**config.mk**
```make
export PLATFORM = sky130hd
export DESIGN_NAME = ssw_device_flat
export DESIGN_NICKNAME = d
export VERILOG_FILES = /design/src/common/ssw_pkg.sv /design/src/common/ssw_if.sv /design/src/design/ssw_device.sv /design/src/flat_wrapper.sv
export SDC_FILE = /design/constraint.sdc
export NUM_CORES = 1
export LEC_CHECK = 0
export BUFFER_PORTS_ARGS = -buffer_cell sky130_fd_sc_hd__buf_4
export CORE_ASPECT_RATIO = 1.4
export CORE_MARGIN = 3
export CORE_UTILIZATION = 50
export DETAILED_ROUTE_END_ITERATION = 8
export PLACE_DENSITY = 0.81
export SLEW_MARGIN = 10
export SYNTH_ARGS = -nofsm -noshare
export SYNTH_HDL_FRONTEND = slang
export SYNTH_SLANG_ARGS = --single-unit
```
**constraint.sdc**
```tcl
create_clock -name i_sys_clk -period 1.7 [get_ports i_sys_clk]
set_clock_uncertainty 0.1 [all_clocks]
set_input_delay 0.085 -clock i_sys_clk [delete_from_list [all_inputs] [get_ports i_sys_clk]]
set_output_delay 0.085 -clock i_sys_clk [all_outputs]
set_load 0.01 [all_outputs]
```
**src/common/ssw_pkg.sv**
```systemverilog
package ssw_pkg;
   localparam int unsigned WORD_BITS     = 24;
   localparam int unsigned BYTE_BITS     = 8;
   localparam int unsigned BYTES_PER_WD  = 3;
   localparam int unsigned CTRL_BITS     = 3;
   localparam int unsigned NUM_LATCHES   = 8;
   localparam int unsigned INT_LSB       = 3;
   localparam int unsigned INT_BITS      = 12;
   localparam int unsigned PRESC_BIT     = 15;
   localparam int unsigned MUX_LSB       = 16;
   localparam int unsigned MUX_BITS      = 2;
   localparam logic [2:0]  INT_LATCH     = 3'h0;
   localparam logic [2:0]  CFG_LATCH     = 3'h3;
   localparam logic [1:0]  MUX_LOCK      = 2'h1;
   localparam logic [1:0]  MUX_HIGH      = 2'h2;
   localparam logic [11:0] NMIN_P45      = 12'h01f;
   localparam logic [11:0] NMIN_P89      = 12'h05b;
   localparam int unsigned SYS_CLK_MHZ   = 250;
   localparam int unsigned SCLK_MAX_MHZ  = 20;
   // half serial period in system cycles, rounded up (least time)
   localparam int unsigned SCLK_HALF_CYC =
      (SYS_CLK_MHZ + 2 * SCLK_MAX_MHZ - 1) / (2 * SCLK_MAX_MHZ);
   localparam logic [3:0]  HALF_CNT      = 4'(SCLK_HALF_CYC);
   localparam logic [4:0]  BIT_LAST      = 5'(WORD_BITS - 1);
   typedef enum logic [1:0] {SSW_IDLE, SSW_LOW, SSW_HIGH, SSW_DONE} ssw_st_e;

   // least legal integer value for the chosen prescaler
   function automatic logic [11:0] ssw_nmin(input logic presc89);
      ssw_nmin = presc89 ? NMIN_P89 : NMIN_P45;
   endfunction : ssw_nmin
endpackage : ssw_pkg

```
**src/common/ssw_if.sv**
```systemverilog
`timescale 1ns/1ps
`default_nettype none
interface ssw_if;
   logic serial_clk;
   logic serial_data_in;
   logic latch_strobe;
   logic chip_enable;
   logic multiplexed_status_out;
   modport dev  (input serial_clk, serial_data_in, latch_strobe, chip_enable,
                 output multiplexed_status_out);
   modport host (output serial_clk, serial_data_in, latch_strobe, chip_enable,
                 input multiplexed_status_out);
endinterface : ssw_if
`default_nettype wire

```
**src/design/ssw_device.sv**
```systemverilog
`timescale 1ns/1ps
`default_nettype none
module ssw_device (
   input  wire logic        i_sys_clk,
   input  wire logic        i_reset_n,
   input  wire logic        i_clk_en,
   ssw_if.dev               link,
   input  wire logic        i_pll_locked,
   output logic [23:0]      o_latch_word,
   output logic [2:0]       o_latch_sel,
   output logic             o_latch_load,
   output logic             o_powered_down,
   output logic [11:0]      o_int_value,
   output logic             o_prescaler89,
   output logic             o_int_illegal
);
   // two-flop synchronisers for the link pins
   logic [1:0] sclk_s_q, data_s_q, le_s_q, ce_s_q;
   logic       sclk_d1_q, le_d1_q;
   logic [23:0] shift_q;
   logic [23:0] latch_q [ssw_pkg::NUM_LATCHES];
   logic        load_q;
   logic        pd_q;
   logic [1:0]  lock_s_q;                  // lock input comes from the loop
   logic        status_q;

   wire sclk_rise = sclk_s_q[1] & ~sclk_d1_q;
   wire le_rise   = le_s_q[1] & ~le_d1_q;
   wire [2:0] sel = shift_q[ssw_pkg::CTRL_BITS-1:0];
   wire [23:0] int_word = latch_q[ssw_pkg::INT_LATCH];
   wire [23:0] cfg_word = latch_q[ssw_pkg::CFG_LATCH];
   wire [1:0] mux_sel = cfg_word[ssw_pkg::MUX_LSB +: ssw_pkg::MUX_BITS];
   // status select: lock detect when so configured, low in power-down
   wire status_d = ~pd_q &
      ((mux_sel == ssw_pkg::MUX_LOCK) ? lock_s_q[1] :
       (mux_sel == ssw_pkg::MUX_HIGH));

   // sync pins, track edges
   always_ff @(posedge i_sys_clk or negedge i_reset_n) begin
      if (!i_reset_n) begin
         sclk_s_q  <= 2'h0;
         data_s_q  <= 2'h0;
         le_s_q    <= 2'h3;
         ce_s_q    <= 2'h0;
         sclk_d1_q <= 1'b0;
         le_d1_q   <= 1'b1;
      end else if (i_clk_en) begin
         sclk_s_q  <= {sclk_s_q[0], link.serial_clk};
         data_s_q  <= {data_s_q[0], link.serial_data_in};
         le_s_q    <= {le_s_q[0], link.latch_strobe};
         ce_s_q    <= {ce_s_q[0], link.chip_enable};
         sclk_d1_q <= sclk_s_q[1];
         le_d1_q   <= le_s_q[1];
      end
   end

   // shift register and latches; no strobe rise leaves latches alone
   always_ff @(posedge i_sys_clk or negedge i_reset_n) begin
      if (!i_reset_n) begin
         shift_q <= 24'h0;
         load_q  <= 1'b0;
         pd_q    <= 1'b1;
         for (int i = 0; i < ssw_pkg::NUM_LATCHES; i++) begin
            latch_q[i] <= 24'h0;
         end
      end else if (i_clk_en) begin
         pd_q   <= ~ce_s_q[1];
         load_q <= le_rise;
         if (sclk_rise) begin
            shift_q <= {shift_q[ssw_pkg::WORD_BITS-2:0], data_s_q[1]};
         end
         if (le_rise) begin
            latch_q[sel] <= shift_q;
         end
      end
   end

   // register word as handed on to the synthesizer
   always_ff @(posedge i_sys_clk or negedge i_reset_n) begin
      if (!i_reset_n) begin
         o_latch_word <= 24'h0;
         o_latch_sel  <= 3'h0;
      end else if (i_clk_en && le_rise) begin
         o_latch_word <= shift_q;
         o_latch_sel  <= sel;
      end
   end

   // lock input synchroniser and registered status pin
   always_ff @(posedge i_sys_clk or negedge i_reset_n) begin
      if (!i_reset_n) begin
         lock_s_q <= 2'h0;
         status_q <= 1'b0;
      end else if (i_clk_en) begin
         lock_s_q <= {lock_s_q[0], i_pll_locked};
         status_q <= status_d;
      end
   end

   assign o_latch_load   = load_q;
   assign o_powered_down = pd_q;
   assign o_int_value    = int_word[ssw_pkg::INT_LSB +: ssw_pkg::INT_BITS];
   assign o_prescaler89  = cfg_word[ssw_pkg::PRESC_BIT];
   // flag integer values below the prescaler minimum
   assign o_int_illegal  =
      o_int_value < ssw_pkg::ssw_nmin(o_prescaler89);
   // status pin comes straight from its flip-flop
   assign link.multiplexed_status_out = status_q;
endmodule : ssw_device
`default_nettype wire

```
**src/flat_wrapper.sv**
```systemverilog
// flat-port wrapper written by rule: the top's interface ports become plain ports
module ssw_device_flat 
  (i_sys_clk, i_reset_n, i_clk_en, i_pll_locked, o_latch_word, o_latch_sel, o_latch_load, o_powered_down, o_int_value, o_prescaler89, o_int_illegal, link_serial_clk, link_serial_data_in, link_latch_strobe, link_chip_enable, link_multiplexed_status_out);
  ssw_if link_i ();
  input  wire logic i_sys_clk;
  input  wire logic i_reset_n;
  input  wire logic i_clk_en;
  input  wire logic i_pll_locked;
  output logic [23:0] o_latch_word;
  output logic [2:0] o_latch_sel;
  output logic o_latch_load;
  output logic o_powered_down;
  output logic [11:0] o_int_value;
  output logic o_prescaler89;
  output logic o_int_illegal;
  input wire logic [$bits(link_i.serial_clk)-1:0] link_serial_clk;
  input wire logic [$bits(link_i.serial_data_in)-1:0] link_serial_data_in;
  input wire logic [$bits(link_i.latch_strobe)-1:0] link_latch_strobe;
  input wire logic [$bits(link_i.chip_enable)-1:0] link_chip_enable;
  output wire logic [$bits(link_i.multiplexed_status_out)-1:0] link_multiplexed_status_out;
  assign link_i.serial_clk = link_serial_clk;
  assign link_i.serial_data_in = link_serial_data_in;
  assign link_i.latch_strobe = link_latch_strobe;
  assign link_i.chip_enable = link_chip_enable;
  assign link_multiplexed_status_out = link_i.multiplexed_status_out;
  ssw_device u_core (.i_sys_clk(i_sys_clk), .i_reset_n(i_reset_n), .i_clk_en(i_clk_en), .link(link_i), .i_pll_locked(i_pll_locked), .o_latch_word(o_latch_word), .o_latch_sel(o_latch_sel), .o_latch_load(o_latch_load), .o_powered_down(o_powered_down), .o_int_value(o_int_value), .o_prescaler89(o_prescaler89), .o_int_illegal(o_int_illegal));
endmodule
```
Word level (Yosys, flattened, before mapping)
Index checks and enable logic that the tools add are counted.
W data, S select, Z words.

word-level totals
  flip-flop bits (word level) = 258
  bits of input ports = 8
  output and inout bits = 44
  logic and storage cells = 43

operators by class
  magnitude comparators = 3
  eq/ne operators = 2
  multiplexer cells = 5
  bitwise logic cells = 8
  reduce and logical (&&, ||, !) cells = 4

operators by type and width
  kind                  count
  $bwmux W192           1
  $demux W24 S3         1
  $mux W24              1
  $lt A12 B12 Y1        1
  $mux W7               1
  $ge A4 B4 Y1 const B  1
  $lt A4 B1 Y1 const B  1
  $not A1 Y1            4
  $not A3 Y4            1
  $reduce_and A2 Y1     2
  $and A1 B1 Y1         3
  $eq A2 B1 Y1 const B  1
  $eq A2 B2 Y1 const B  1
  $logic_and A1 B1 Y1   2
  $mux W1               1

Longest topological paths before layout
Gate-level depths: netlist of the first run.

  depth after elaboration = 6
  mapped depth = 5

Worst setup path before layout of the first run
Ideal clock, no wire load.

  path kind = reg2reg
  from = reg u_core.le_s_q[1]
  to = reg u_core.latch_q, in the netlist u_core.int_word[10]
  data arrival time = 1.556 ns
  data required time = 1.475 ns
  path slack = -0.081 ns
  stages on the path, launching flop included = 5
  period minus slack after synthesis = 1.781 ns
  cell sequence = dfstp_2 -> nand3b_4 -> or4_4 -> buf_6 -> mux2_4

on the way
  cells in the longest elaborated chain, start to end = 2

ends and longest elaborated chain
  element                         line              RTL
  start: declaration              ssw_device.sv:18  logic [1:0] sclk_s_q, data_s_q, le_s_q, ce_s_q;
  start signal: assignment        ssw_device.sv:50  le_s_q <= {le_s_q[0], link.latch_strobe};
  $and A1 B1 Y1                   ssw_device.sv:28  wire le_rise = le_s_q[1] & ~le_d1_q;
  $reduce_and A2 Y1 (no line)     n/a
  end signal: indexed assignment  ssw_device.sv:73  latch_q[sel] <= shift_q;
  end: declaration                ssw_device.sv:21  logic [23:0] latch_q [ssw_pkg::NUM_LATCHES];

No other way between the ends.
A chain may end at the register's enable or synchronous reset.

Worst setup path after layout of the first run
  from = reg u_core.latch_q, in the netlist u_core.cfg_word[15]
  to = out o_int_illegal

on the way
  cells in the longest elaborated chain, start to end = 2

ends and longest elaborated chain
  element           line                RTL
  $mux W7           ssw_pkg.sv:29       ssw_nmin = presc89 ? NMIN_P89 : NMIN_P45;
  $lt A12 B12 Y1    ssw_device.sv:106   o_int_value < ssw_pkg::ssw_nmin(o_prescaler89);
  end: declaration  flat_wrapper.sv:15  output logic o_int_illegal;

No other way between the ends.

==> results.sh, run 1 <==
export IMPL_worstPathRequired_ns=1.51
export IMPL_route_detailed_drc=0
export IMPL_grt_max_degree=38
export IMPL_yosys_warnings=0
export IMPL_crit_top_cell="buf_6"
export IMPL_clock_sinks=78
export IMPL_synth_avg_cell_area_um2=16.66
export IMPL_grt_pass1_vias=1765
export IMPL_ys_flop_type="dfrtp_1"
export IMPL_reg2regPathDepth=3
export IMPL_cpLargestDelayFamily="flip-flops"
export IMPL_synth_cell_types=25
export IMPL_clk_path_buf_depth=2
export IMPL_hold_ws_ns=0.05697
export IMPL_hp_class="primary input to async pin"
export IMPL_rsz0062_at_grt="yes"
export IMPL_cp_buffers_inverters=2
export IMPL_cp_max_fo=3
export IMPL_synth_top_area_frac=0.6041
export IMPL_worstPathCellList="buf_6, ha_4, a31oi_1, o211a_1, buf_6"
export IMPL_setup_ws_ns=-0.05668
export IMPL_ys_ff_latch=78
export IMPL_cpMaxStageDelayCell="dfrtp_1"
export IMPL_violations="setup timing"
export IMPL_num_vias=1720
export IMPL_setup_viol=11
export IMPL_synth_enable_flop_cells=0
export IMPL_drtPass1Iterations=4
export IMPL_synth_most_common_cell="dfrtp_1"
export IMPL_worstSetupPathType="flop to primary output"
export IMPL_fmax_ghz=0.5693
export IMPL_portBuffers=51
export IMPL_drtIter0Drc=87
export IMPL_antenna_found_initial=0
export IMPL_max_slew_margin_rel=0.8169
export IMPL_critPathMaxStageDelay_ns=0.41
export IMPL_rrSetupSlack_ns=-0.04
export IMPL_netlist_area_um2=3065
export IMPL_cp_end_kind="primary output"
export IMPL_die_h_um=98.65
export IMPL_critPathArrivalTime_ns=1.57
export IMPL_nets=268
export IMPL_cts_buffers=9
export IMPL_grt_use_total=0.1694
export IMPL_io_pins=52
export IMPL_ir_worst_vdd_mv=0.7414
export IMPL_wire_per_inst_um=16.32
export IMPL_rows=33
export IMPL_leakage_nw=2.016
export IMPL_synthCells=184
export IMPL_die_w_um=72.18
export IMPL_htree_num_levels=3
export IMPL_powerDensity_nw_per_um2=1230
export IMPL_fin_crit_ns=1.757
export IMPL_seq_area_frac_synth=0.6384
export IMPL_grt_first_pass_wirelength_um=9273
export IMPL_async_flop_share=1.000
export IMPL_clk_latency_ns=0.34
export IMPL_synthTopCellsByArea="dfrtp_1 60%, mux2_2 24%, mux2_4 4.9%"
export IMPL_coreArea_um2=5904
export IMPL_layout_drive_gt1_share=0.6426
export IMPL_die_area_um2=7120
export IMPL_timing_rr_start="u_core.le_s_q[1]"
export IMPL_status="finished with violations"
export IMPL_maxCapViolCount=0
export IMPL_cts_tree="built"
export IMPL_drtAntennaViolNets=0
export IMPL_area_growth_pct=28.69
export IMPL_routed_wl_um=5435
export IMPL_ys_top_cells_by_count="74 x dfrtp_1, 66 x mux2_2, 10 x mux2_4, 4 x buf_4, 4 x dfstp_2"
export IMPL_start_kind="flop"
export IMPL_synth_top_cell_by_area="dfrtp_1"
export IMPL_finalMaxSlewViolations=0
export IMPL_worst_pin_slew_ns=0.2747
export IMPL_place_hpwl_um=3617
export IMPL_overflow=0
export IMPL_syn_nets=194
export IMPL_initial_core_util=0.5192
export IMPL_gp_congestion=0.7134
export IMPL_path_clk_slew_ns=0.08
export IMPL_timing_final_crit_share=1.033
export IMPL_pre_cts_slack_ns=-0.07163
export IMPL_hold_viol=0
export IMPL_cts_root_buffer="clkbuf_8"
export IMPL_r2r_end="u_core.int_word[8]"
export IMPL_diodes=0
export IMPL_viasPerCell=5.165
==> registers in the layout (all words and copies together), names as in the netlist <==
name / cells
u_core.cfg_word: 3
u_core.shift_q: 24
u_core.le_s_q: 2
u_core.le_d1_q: 1
u_core.o_latch_load: 1
u_core.data_s_q: 2
u_core.ce_s_q: 2
u_core.lock_s_q: 2
u_core.link.multiplexed_status_out: 1
u_core.sclk_s_q: 2
u_core.o_powered_down: 1
u_core.sclk_d1_q: 1
u_core.o_latch_word: 22
u_core.int_word: 12
u_core.o_latch_sel: 2
==> power breakdown <==
part,leakage (nW),internal [W],switching (W)
Clock,0.0966,0.000688,0.000672
Sequential,1.03,0.00217,0.000253
Combinational,0.890,0.000649,0.000419
Total,2.02,0.00351,0.00134
==> layout make-up <==
| class | instances | area, um^2 |
|---|---|---|
| clock inverters | 6 | 72.57 |
| flip-flops and latches | 78 | 1957 |
| clock buffers | 10 | 127.6 |
| inverters | 3 | 11.26 |
| multi-input cells | 94 | 1094 |
| fillers | 432 | 1959 |
| well taps | 70 | 87.58 |
| repair buffers | 72 | 595.6 |
==> metal layers <==
metal | track usage | vias up | wire length [um]
met1 | 0.2266 | 861 | 2314
met4 | 0.06223 | 0 | 102
met5 | 0 | - | 0
met3 | 0.05000 | 10 | 277
li1 | - | 802 | -
met2 | 0.2611 | 47 | 2740
==> how the worst max path moves through the flow <==
stage	startpoint	to	cells past startpoint
after floorplan	u_core.le_s_q[1]	u_core.int_word[10]	4
after detailed placement	u_core.le_s_q[1]	u_core.int_word[7]	3
after CTS	u_core.cfg_word[15]	o_int_illegal	5
final	u_core.cfg_word[15]	o_int_illegal	5
after global routing	u_core.cfg_word[15]	o_int_illegal	5
after global placement	u_core.le_s_q[1]	u_core.int_word[11]	3
==> worst register-to-register path: stages, from the launching register on <==
cell	delay [ns]
dfstp_2	0.56
nand3b_4	0.11
or4_4	0.53
mux2_4	0.33
==> logic make-up (layout without fill, tap and decap cells) <==
logic type,Yosys count,count (layout),share of synthesized area
simple gates,9,10,0.02367
mux,77,77,0.2947
flops,78,78,0.6384
buf+inv,13,91,0.02408
fa+ha+maj,2,2,0.008162
compound gates,5,5,0.01102
==> per-stage QoR <==
step / cell area (um^2) / util / power [W] / TNS, ns / std cells
global placement: 3573 / 0.6052 / 0.003429 / -0.1479 / 305
global route: 3945 / 0.6682 / 0.005112 / -0.7494 / 333
detailed placement: 3573 / 0.6052 / 0.003476 / -0.7205 / 305
CTS: 3908 / 0.6618 / 0.004899 / -0.3034 / 331
finish: 3945 / 0.6682 / 0.004854 / -0.2921 / 333
floorplan: 3065 / - / 0.002971 / -0.8132 / 184
==> cells in the final DEF (no fill, tap or decap), drive strengths merged <==
master	Yosys	routed
dlygate4sd3	0	6
clkinvlp	0	1
inv	3	3
o21ai	1	1
mux2i	1	1
buf	9	66
a21oi	1	1
dfstp	4	4
o211a	1	1
ha	2	2
nand3	1	1
nand3b	3	3
a31oi	1	1
clkbuf	1	10
nand2b	1	1
clkinv	0	4
nor4	1	1
a211oi	1	1
dfrtp	74	74
nand2	1	1
bufinv	0	1
or4	1	2
mux2	76	76
nor3	1	1
==> repair_timing <==
action                                  CTS  global route
gates cloned                              1             0
endpoints found under the setup margin   16            16
setup buffers                             3             2
resized for setup                         8             3
pin swaps                                 1             2
hold buffers                              6             0
endpoints found under the hold margin    79             0
Power figures use the tool's default switching activity.
==> run 2: changes to the inputs <==
--- a/config.mk
+++ b/config.mk
@@ -6,7 +6,6 @@
 export NUM_CORES = 1
 export LEC_CHECK = 0
 export BUFFER_PORTS_ARGS = -buffer_cell sky130_fd_sc_hd__buf_4
-export CORE_ASPECT_RATIO = 1.4
 export CORE_MARGIN = 3
 export CORE_UTILIZATION = 50
 export DETAILED_ROUTE_END_ITERATION = 8
==> run 2 against run 1 <==
The flow still finishes with violations (setup timing). Global-route usage is 0.27 points higher. Sequential cell count stayed put. Critical path depth fell by 2. Critical endpoint is now u_core.int_word[10]. Largest power group unchanged. Highest routed layer unchanged.
==> results.sh, run 2 (synthesized netlist as in run 1, its figures left out) <==
export IMPL_timing_rr_start="u_core.le_s_q[1]"
export IMPL_layout_drive_gt1_share=0.6423
export IMPL_switching_share=0.2647
export IMPL_final_common_cell="dfrtp_1"
export IMPL_power_switching_w=0.001329
export IMPL_die_area_um2=7106
export IMPL_max_slew_margin_rel=0.7562
export IMPL_critPathArrivalTime_ns=1.86
export IMPL_route_detailed_drc=0
export IMPL_cts_root_buffer="clkbuf_8"
export IMPL_overflow=0
export IMPL_reg2regPathDepth=3
export IMPL_cts_tree="built"
export IMPL_drtAntennaViolNets=0
export IMPL_place_hpwl_um=3636
export IMPL_p_int_w=0.003693
export IMPL_utilization=0.6890
export IMPL_power_w=0.005022
export IMPL_stdcell_count=332
export IMPL_top_register="u_core.shift_q"
export IMPL_clk_path_buf_depth=2
export IMPL_cts_buffers=9
export IMPL_io_pins=52
export IMPL_rows=27
export IMPL_grt_max_degree=34
export IMPL_clk_latency_ns=0.34
export IMPL_ir_worst_vdd_mv=0.7927
export IMPL_clock_sinks=78
export IMPL_worstPathRequired_ns=1.82
export IMPL_die_h_um=84.30
export IMPL_seq_power_share=0.483
export IMPL_routed_wl_um=5495
export IMPL_r2r_end="u_core.int_word[10]"
export IMPL_hp_class="primary input to flop"
export IMPL_setup_ws_ns=-0.03772
export IMPL_cp_end_kind="flop"
export IMPL_htree_num_levels=3
export IMPL_regArea_um2=1957
export IMPL_powerDensity_nw_per_um2=1277
export IMPL_area_growth_pct=28.33
export IMPL_multi_input_area_um2=1079
export IMPL_hold_path_endpoint="u_core.o_powered_down"
export IMPL_largest_register_ffs=24
export IMPL_cp_max_fo=6
export IMPL_fmax_ghz=0.5755
export IMPL_worstHoldPathCells=3
export IMPL_gp_congestion=0.7142
export IMPL_status="finished with violations"
export IMPL_num_vias=1743
export IMPL_diodes=0
export IMPL_pwr_share_comb=0.215
export IMPL_rsz0062_at_grt="yes"
export IMPL_initial_core_util=0.5369
export IMPL_clkPwrFrac=0.302
export IMPL_leakage_nw=2.018
export IMPL_grt_first_pass_wirelength_um=9542
export IMPL_finalMaxSlewViolations=0
export IMPL_start_kind="flop"
export IMPL_drtPass1Iterations=4
export IMPL_worstSetupPathType="flop to flop"
export IMPL_wire_per_inst_um=16.55
export IMPL_rrSetupSlack_ns=-0.04
export IMPL_timing_final_crit_share=1.022
export IMPL_maxCapViolCount=0
export IMPL_antenna_found_initial=0
export IMPL_setup_viol=12
export IMPL_coreArea_um2=5709
export IMPL_viasPerCell=5.250
export IMPL_fillCellCount=412
export IMPL_grt_use_total=0.1721
export IMPL_path_clk_slew_ns=0.08
export IMPL_nets=265
export IMPL_worst_pin_slew_ns=0.3658
export IMPL_layout_common_cells="74 x dfrtp_1, 65 x mux2_2, 59 x buf_4"
export IMPL_drtIter0Drc=80
export IMPL_hold_start="i_clk_en"
export IMPL_hold_viol=0
export IMPL_fin_crit_ns=1.738
export IMPL_die_w_um=84.30
export IMPL_placed_cells=308
export IMPL_grt_pass1_vias=1882
export IMPL_portBuffers=51
export IMPL_violations="setup timing"
run 2: worst max-delay path, stage by stage (launching register included):
cell and delay [ns]:
dfstp_2 0.56, nand3b_4 0.10, or4_4 0.52, mux2_4 0.33
run 2: how the worst max path moves through the flow:
| stage | startpoint | end | slack, ns |
|---|---|---|---|
| 2_1_floorplan | u_core.le_s_q[1] | u_core.int_word[10] | -0.08 |
| 4_1_cts | u_core.cfg_word[15] | o_int_illegal | -0.03 |
| 3_5_place_dp | u_core.le_s_q[1] | u_core.int_word[12] | -0.06 |
| 6_report | u_core.le_s_q[1] | u_core.int_word[10] | -0.04 |
| 3_3_place_gp | u_core.le_s_q[1] | u_core.int_word[12] | -0.02 |
| 5_1_grt | u_core.cfg_word[15] | o_int_illegal | -0.12 |
run 2: repair_timing:
item | in CTS | in global routing
endpoints found under the setup margin | 28 | 16
endpoints found under the hold margin | 79 | 0
cloned | 1 | 0
hold buffers | 6 | 0
setup buffers | 0 | 1
gates resized for setup | 7 | 4
run 2: layout make-up:
cell class,count,share of cell area
clock buffers,10,0.03499
flip-flops and latches,78,0.4975
repair buffers,69,0.1460
clock inverters,6,0.02163
multi-input cells,94,0.2742
inverters,3,0.002863
well taps,72,0.02290
run 2: power groups by stage:
stage / clock [W] / combinational [W] / sequential [W]
after global placement: 0 / 0.00102 / 0.00243
after global routing: 0.00163 / 0.00117 / 0.00247
after floorplan: 0 / 0.000508 / 0.00246
after detailed placement: 0 / 0.00105 / 0.00244
final: 0.00152 / 0.00108 / 0.00242
after CTS: 0.00156 / 0.00108 / 0.00242
run 2: through the flow:
| step | setup WS [ns] | hold slack [ns] | instance area (um^2) | TNS [ns] |
|---|---|---|---|---|
| global placement | -0.02380 | -0.08000 | 3583 | -0.2290 |
| global route | -0.1202 | 0.1087 | 3934 | -0.7977 |
| detailed placement | -0.05795 | -0.07605 | 3583 | -0.8237 |
| floorplan | -0.08132 | -0.3106 | 3065 | -0.8132 |
| CTS | -0.03458 | 0.07821 | 3909 | -0.1951 |
| finish | -0.03772 | 0.09463 | 3934 | -0.2926 |
run 2: per-layer routing:
metal	up-vias	GRT usage	part of all wire
li1	797	-	-
met1	905	0.2171	0.43
met2	33	0.2812	0.51
met3	8	0.05103	0.039
met4	0	0.06433	0.016
met5	-	0	0
==> run 3: changes to the inputs <==
--- a/config.mk
+++ b/config.mk
@@ -7,9 +7,9 @@
 export LEC_CHECK = 0
 export BUFFER_PORTS_ARGS = -buffer_cell sky130_fd_sc_hd__buf_4
 export CORE_MARGIN = 3
-export CORE_UTILIZATION = 50
+export CORE_UTILIZATION = 35
 export DETAILED_ROUTE_END_ITERATION = 8
-export PLACE_DENSITY = 0.81
+export PLACE_DENSITY_LB_ADDON = 0.15
 export SLEW_MARGIN = 10
 export SYNTH_ARGS = -nofsm -noshare
 export SYNTH_HDL_FRONTEND = slang
==> run 3 against run 2 <==
The run still ends with setup timing left. Hold slack worse by 0.017 ns. Core utilization is 22 points lower. Sequential power hardly changed. Die area is 40% higher. Register-to-register slack better by 0.03 ns. Wire length is 2.2% higher. Combinational power is 4% lower. Worst setup slack better by 0.011 ns. Via count is 0.17% lower. Largest power group unchanged.
==> results.sh, run 3 (synthesized netlist as in run 1, its figures left out) <==
export IMPL_status="finished with violations"
export IMPL_violations="setup timing"
export IMPL_routed_wl_um=5614
export IMPL_critPathArrivalTime_ns=1.54
export IMPL_setup_ws_ns=-0.02711
export IMPL_coreArea_um2=8341
export IMPL_fmax_ghz=0.5790
export IMPL_timing_final_crit_share=1.016
export IMPL_regArea_um2=1958
export IMPL_finalMaxSlewViolations=0
export IMPL_place_hpwl_um=3716
export IMPL_cts_tree="built"
export IMPL_leakage_nw=1.985
export IMPL_rsz0062_at_grt="yes"
export IMPL_clk_latency_ns=0.33
export IMPL_die_h_um=99.59
export IMPL_fin_crit_ns=1.727
export IMPL_io_pins=52
export IMPL_max_slew_margin_rel=0.7915
export IMPL_viasPerCell=4.780
export IMPL_nets=264
export IMPL_worstPathRequired_ns=1.51
export IMPL_overflow=0
export IMPL_path_clk_slew_ns=0.08
export IMPL_grt_use_total=0.1207
export IMPL_fillCellCount=760
export IMPL_worstSetupPathType="flop to primary output"
export IMPL_drtIter0Drc=36
export IMPL_rows=33
export IMPL_hp_class="primary input to async pin"
export IMPL_utilization=0.4688
export IMPL_cts_root_buffer="clkbuf_8"
export IMPL_fin_tns_setup_ns=-0.05359
export IMPL_setup_viol=7
export IMPL_grt_first_pass_wirelength_um=9515
export IMPL_layout_drive_gt1_share=0.6409
export IMPL_hold_viol=0
export IMPL_cp_end_kind="primary output"
export IMPL_maxCapViolCount=0
export IMPL_multi_input_area_um2=1087
export IMPL_initial_core_util=0.3675
export IMPL_worst_pin_slew_ns=0.3128
export IMPL_power_w=0.004662
export IMPL_drtPass1Iterations=4
export IMPL_largest_register_ffs=24
export IMPL_drtAntennaViolNets=0
export IMPL_die_area_um2=9917
export IMPL_antenna_found_initial=0
export IMPL_ir_worst_vdd_mv=0.4248
export IMPL_area_growth_pct=27.55
export IMPL_rrSetupSlack_ns=-0.01
export IMPL_portBuffers=51
export IMPL_num_vias=1740
export IMPL_placed_cells=339
export IMPL_grt_pass1_vias=1820
export IMPL_powerDensity_nw_per_um2=1192
export IMPL_clock_sinks=78
export IMPL_route_detailed_drc=0
export IMPL_crit_path_start="u_core.cfg_word[15]"
export IMPL_htree_num_levels=3
export IMPL_pre_cts_slack_ns=-0.04648
export IMPL_diodes=0
export IMPL_die_w_um=99.59
export IMPL_clk_path_buf_depth=2
export IMPL_stdcell_count=364
export IMPL_gp_congestion=0.6776
export IMPL_grt_max_degree=59
export IMPL_start_kind="flop"
export IMPL_layout_common_cells="73 x dfrtp_1, 66 x mux2_2, 59 x buf_4"
export IMPL_cts_buffers=9
export IMPL_top_register="u_core.shift_q"
export IMPL_final_common_cell="dfrtp_1"
export IMPL_timing_rr_start="u_core.le_s_q[1]"
export IMPL_wire_per_inst_um=15.42
export IMPL_cp_max_fo=4
run 3: power breakdown:
group / switching (W) / total, W / internal, W
Sequential: 0.000258 / 0.00243 / 0.00217
Combinational: 0.000406 / 0.00104 / 0.000632
Clock: 0.000630 / 0.00119 / 0.000564
Total: 0.00129 / 0.00466 / 0.00337
run 3: critical path, stage by stage, from the launching register on:
cell and delay (ns):
dfrtp_2 0.46, ha_1 0.30, a31oi_2 0.09, o211a_1 0.23, buf_4 0.14
run 3: final cells by class:
cell class | count | share of cell area
timing repair buffer | 68 | 0.1418
tap | 105 | 0.03360
sequential | 78 | 0.5008
inverter | 3 | 0.002880
clock inverter | 4 | 0.005760
clock buffer | 12 | 0.03712
multi-input combinational | 94 | 0.2781
run 3: routing by layer:
layer,share of wire,GRT usage
met1,0.48,0.1652
met2,0.46,0.1834
met3,0.042,0.02805
met4,0.018,0.05357
met5,0,0
run 3: final timing paths:
| path | to | cells after the start |
|---|---|---|
| worst max-delay path | o_int_illegal | 4 |
| min in group i_sys_clk | u_core.o_powered_down | 3 |
| worst min register to register | u_core.o_powered_down | 1 |
| worst max register to register | u_core.int_word[12] | 3 |
| worst min-delay path | u_core.int_word[7] | 2 |
| max in group asynchronous | u_core.o_powered_down | 3 |
run 3: repair_timing:
action,in CTS,in global routing
hold endpoints to repair,79,0
hold buffers,6,0
gates cloned,1,0
setup buffers,1,1
endpoints found under the setup margin,16,14
resized for setup,9,1
run 3: per-stage QoR:
stage / hold WS [ns] / area (um^2)
CTS: 0.07243 / 3896
global placement: -0.1048 / 3610
global route: 0.08623 / 3910
detailed placement: -0.1059 / 3610
floorplan: -0.3106 / 3065
finish: 0.07718 / 3910
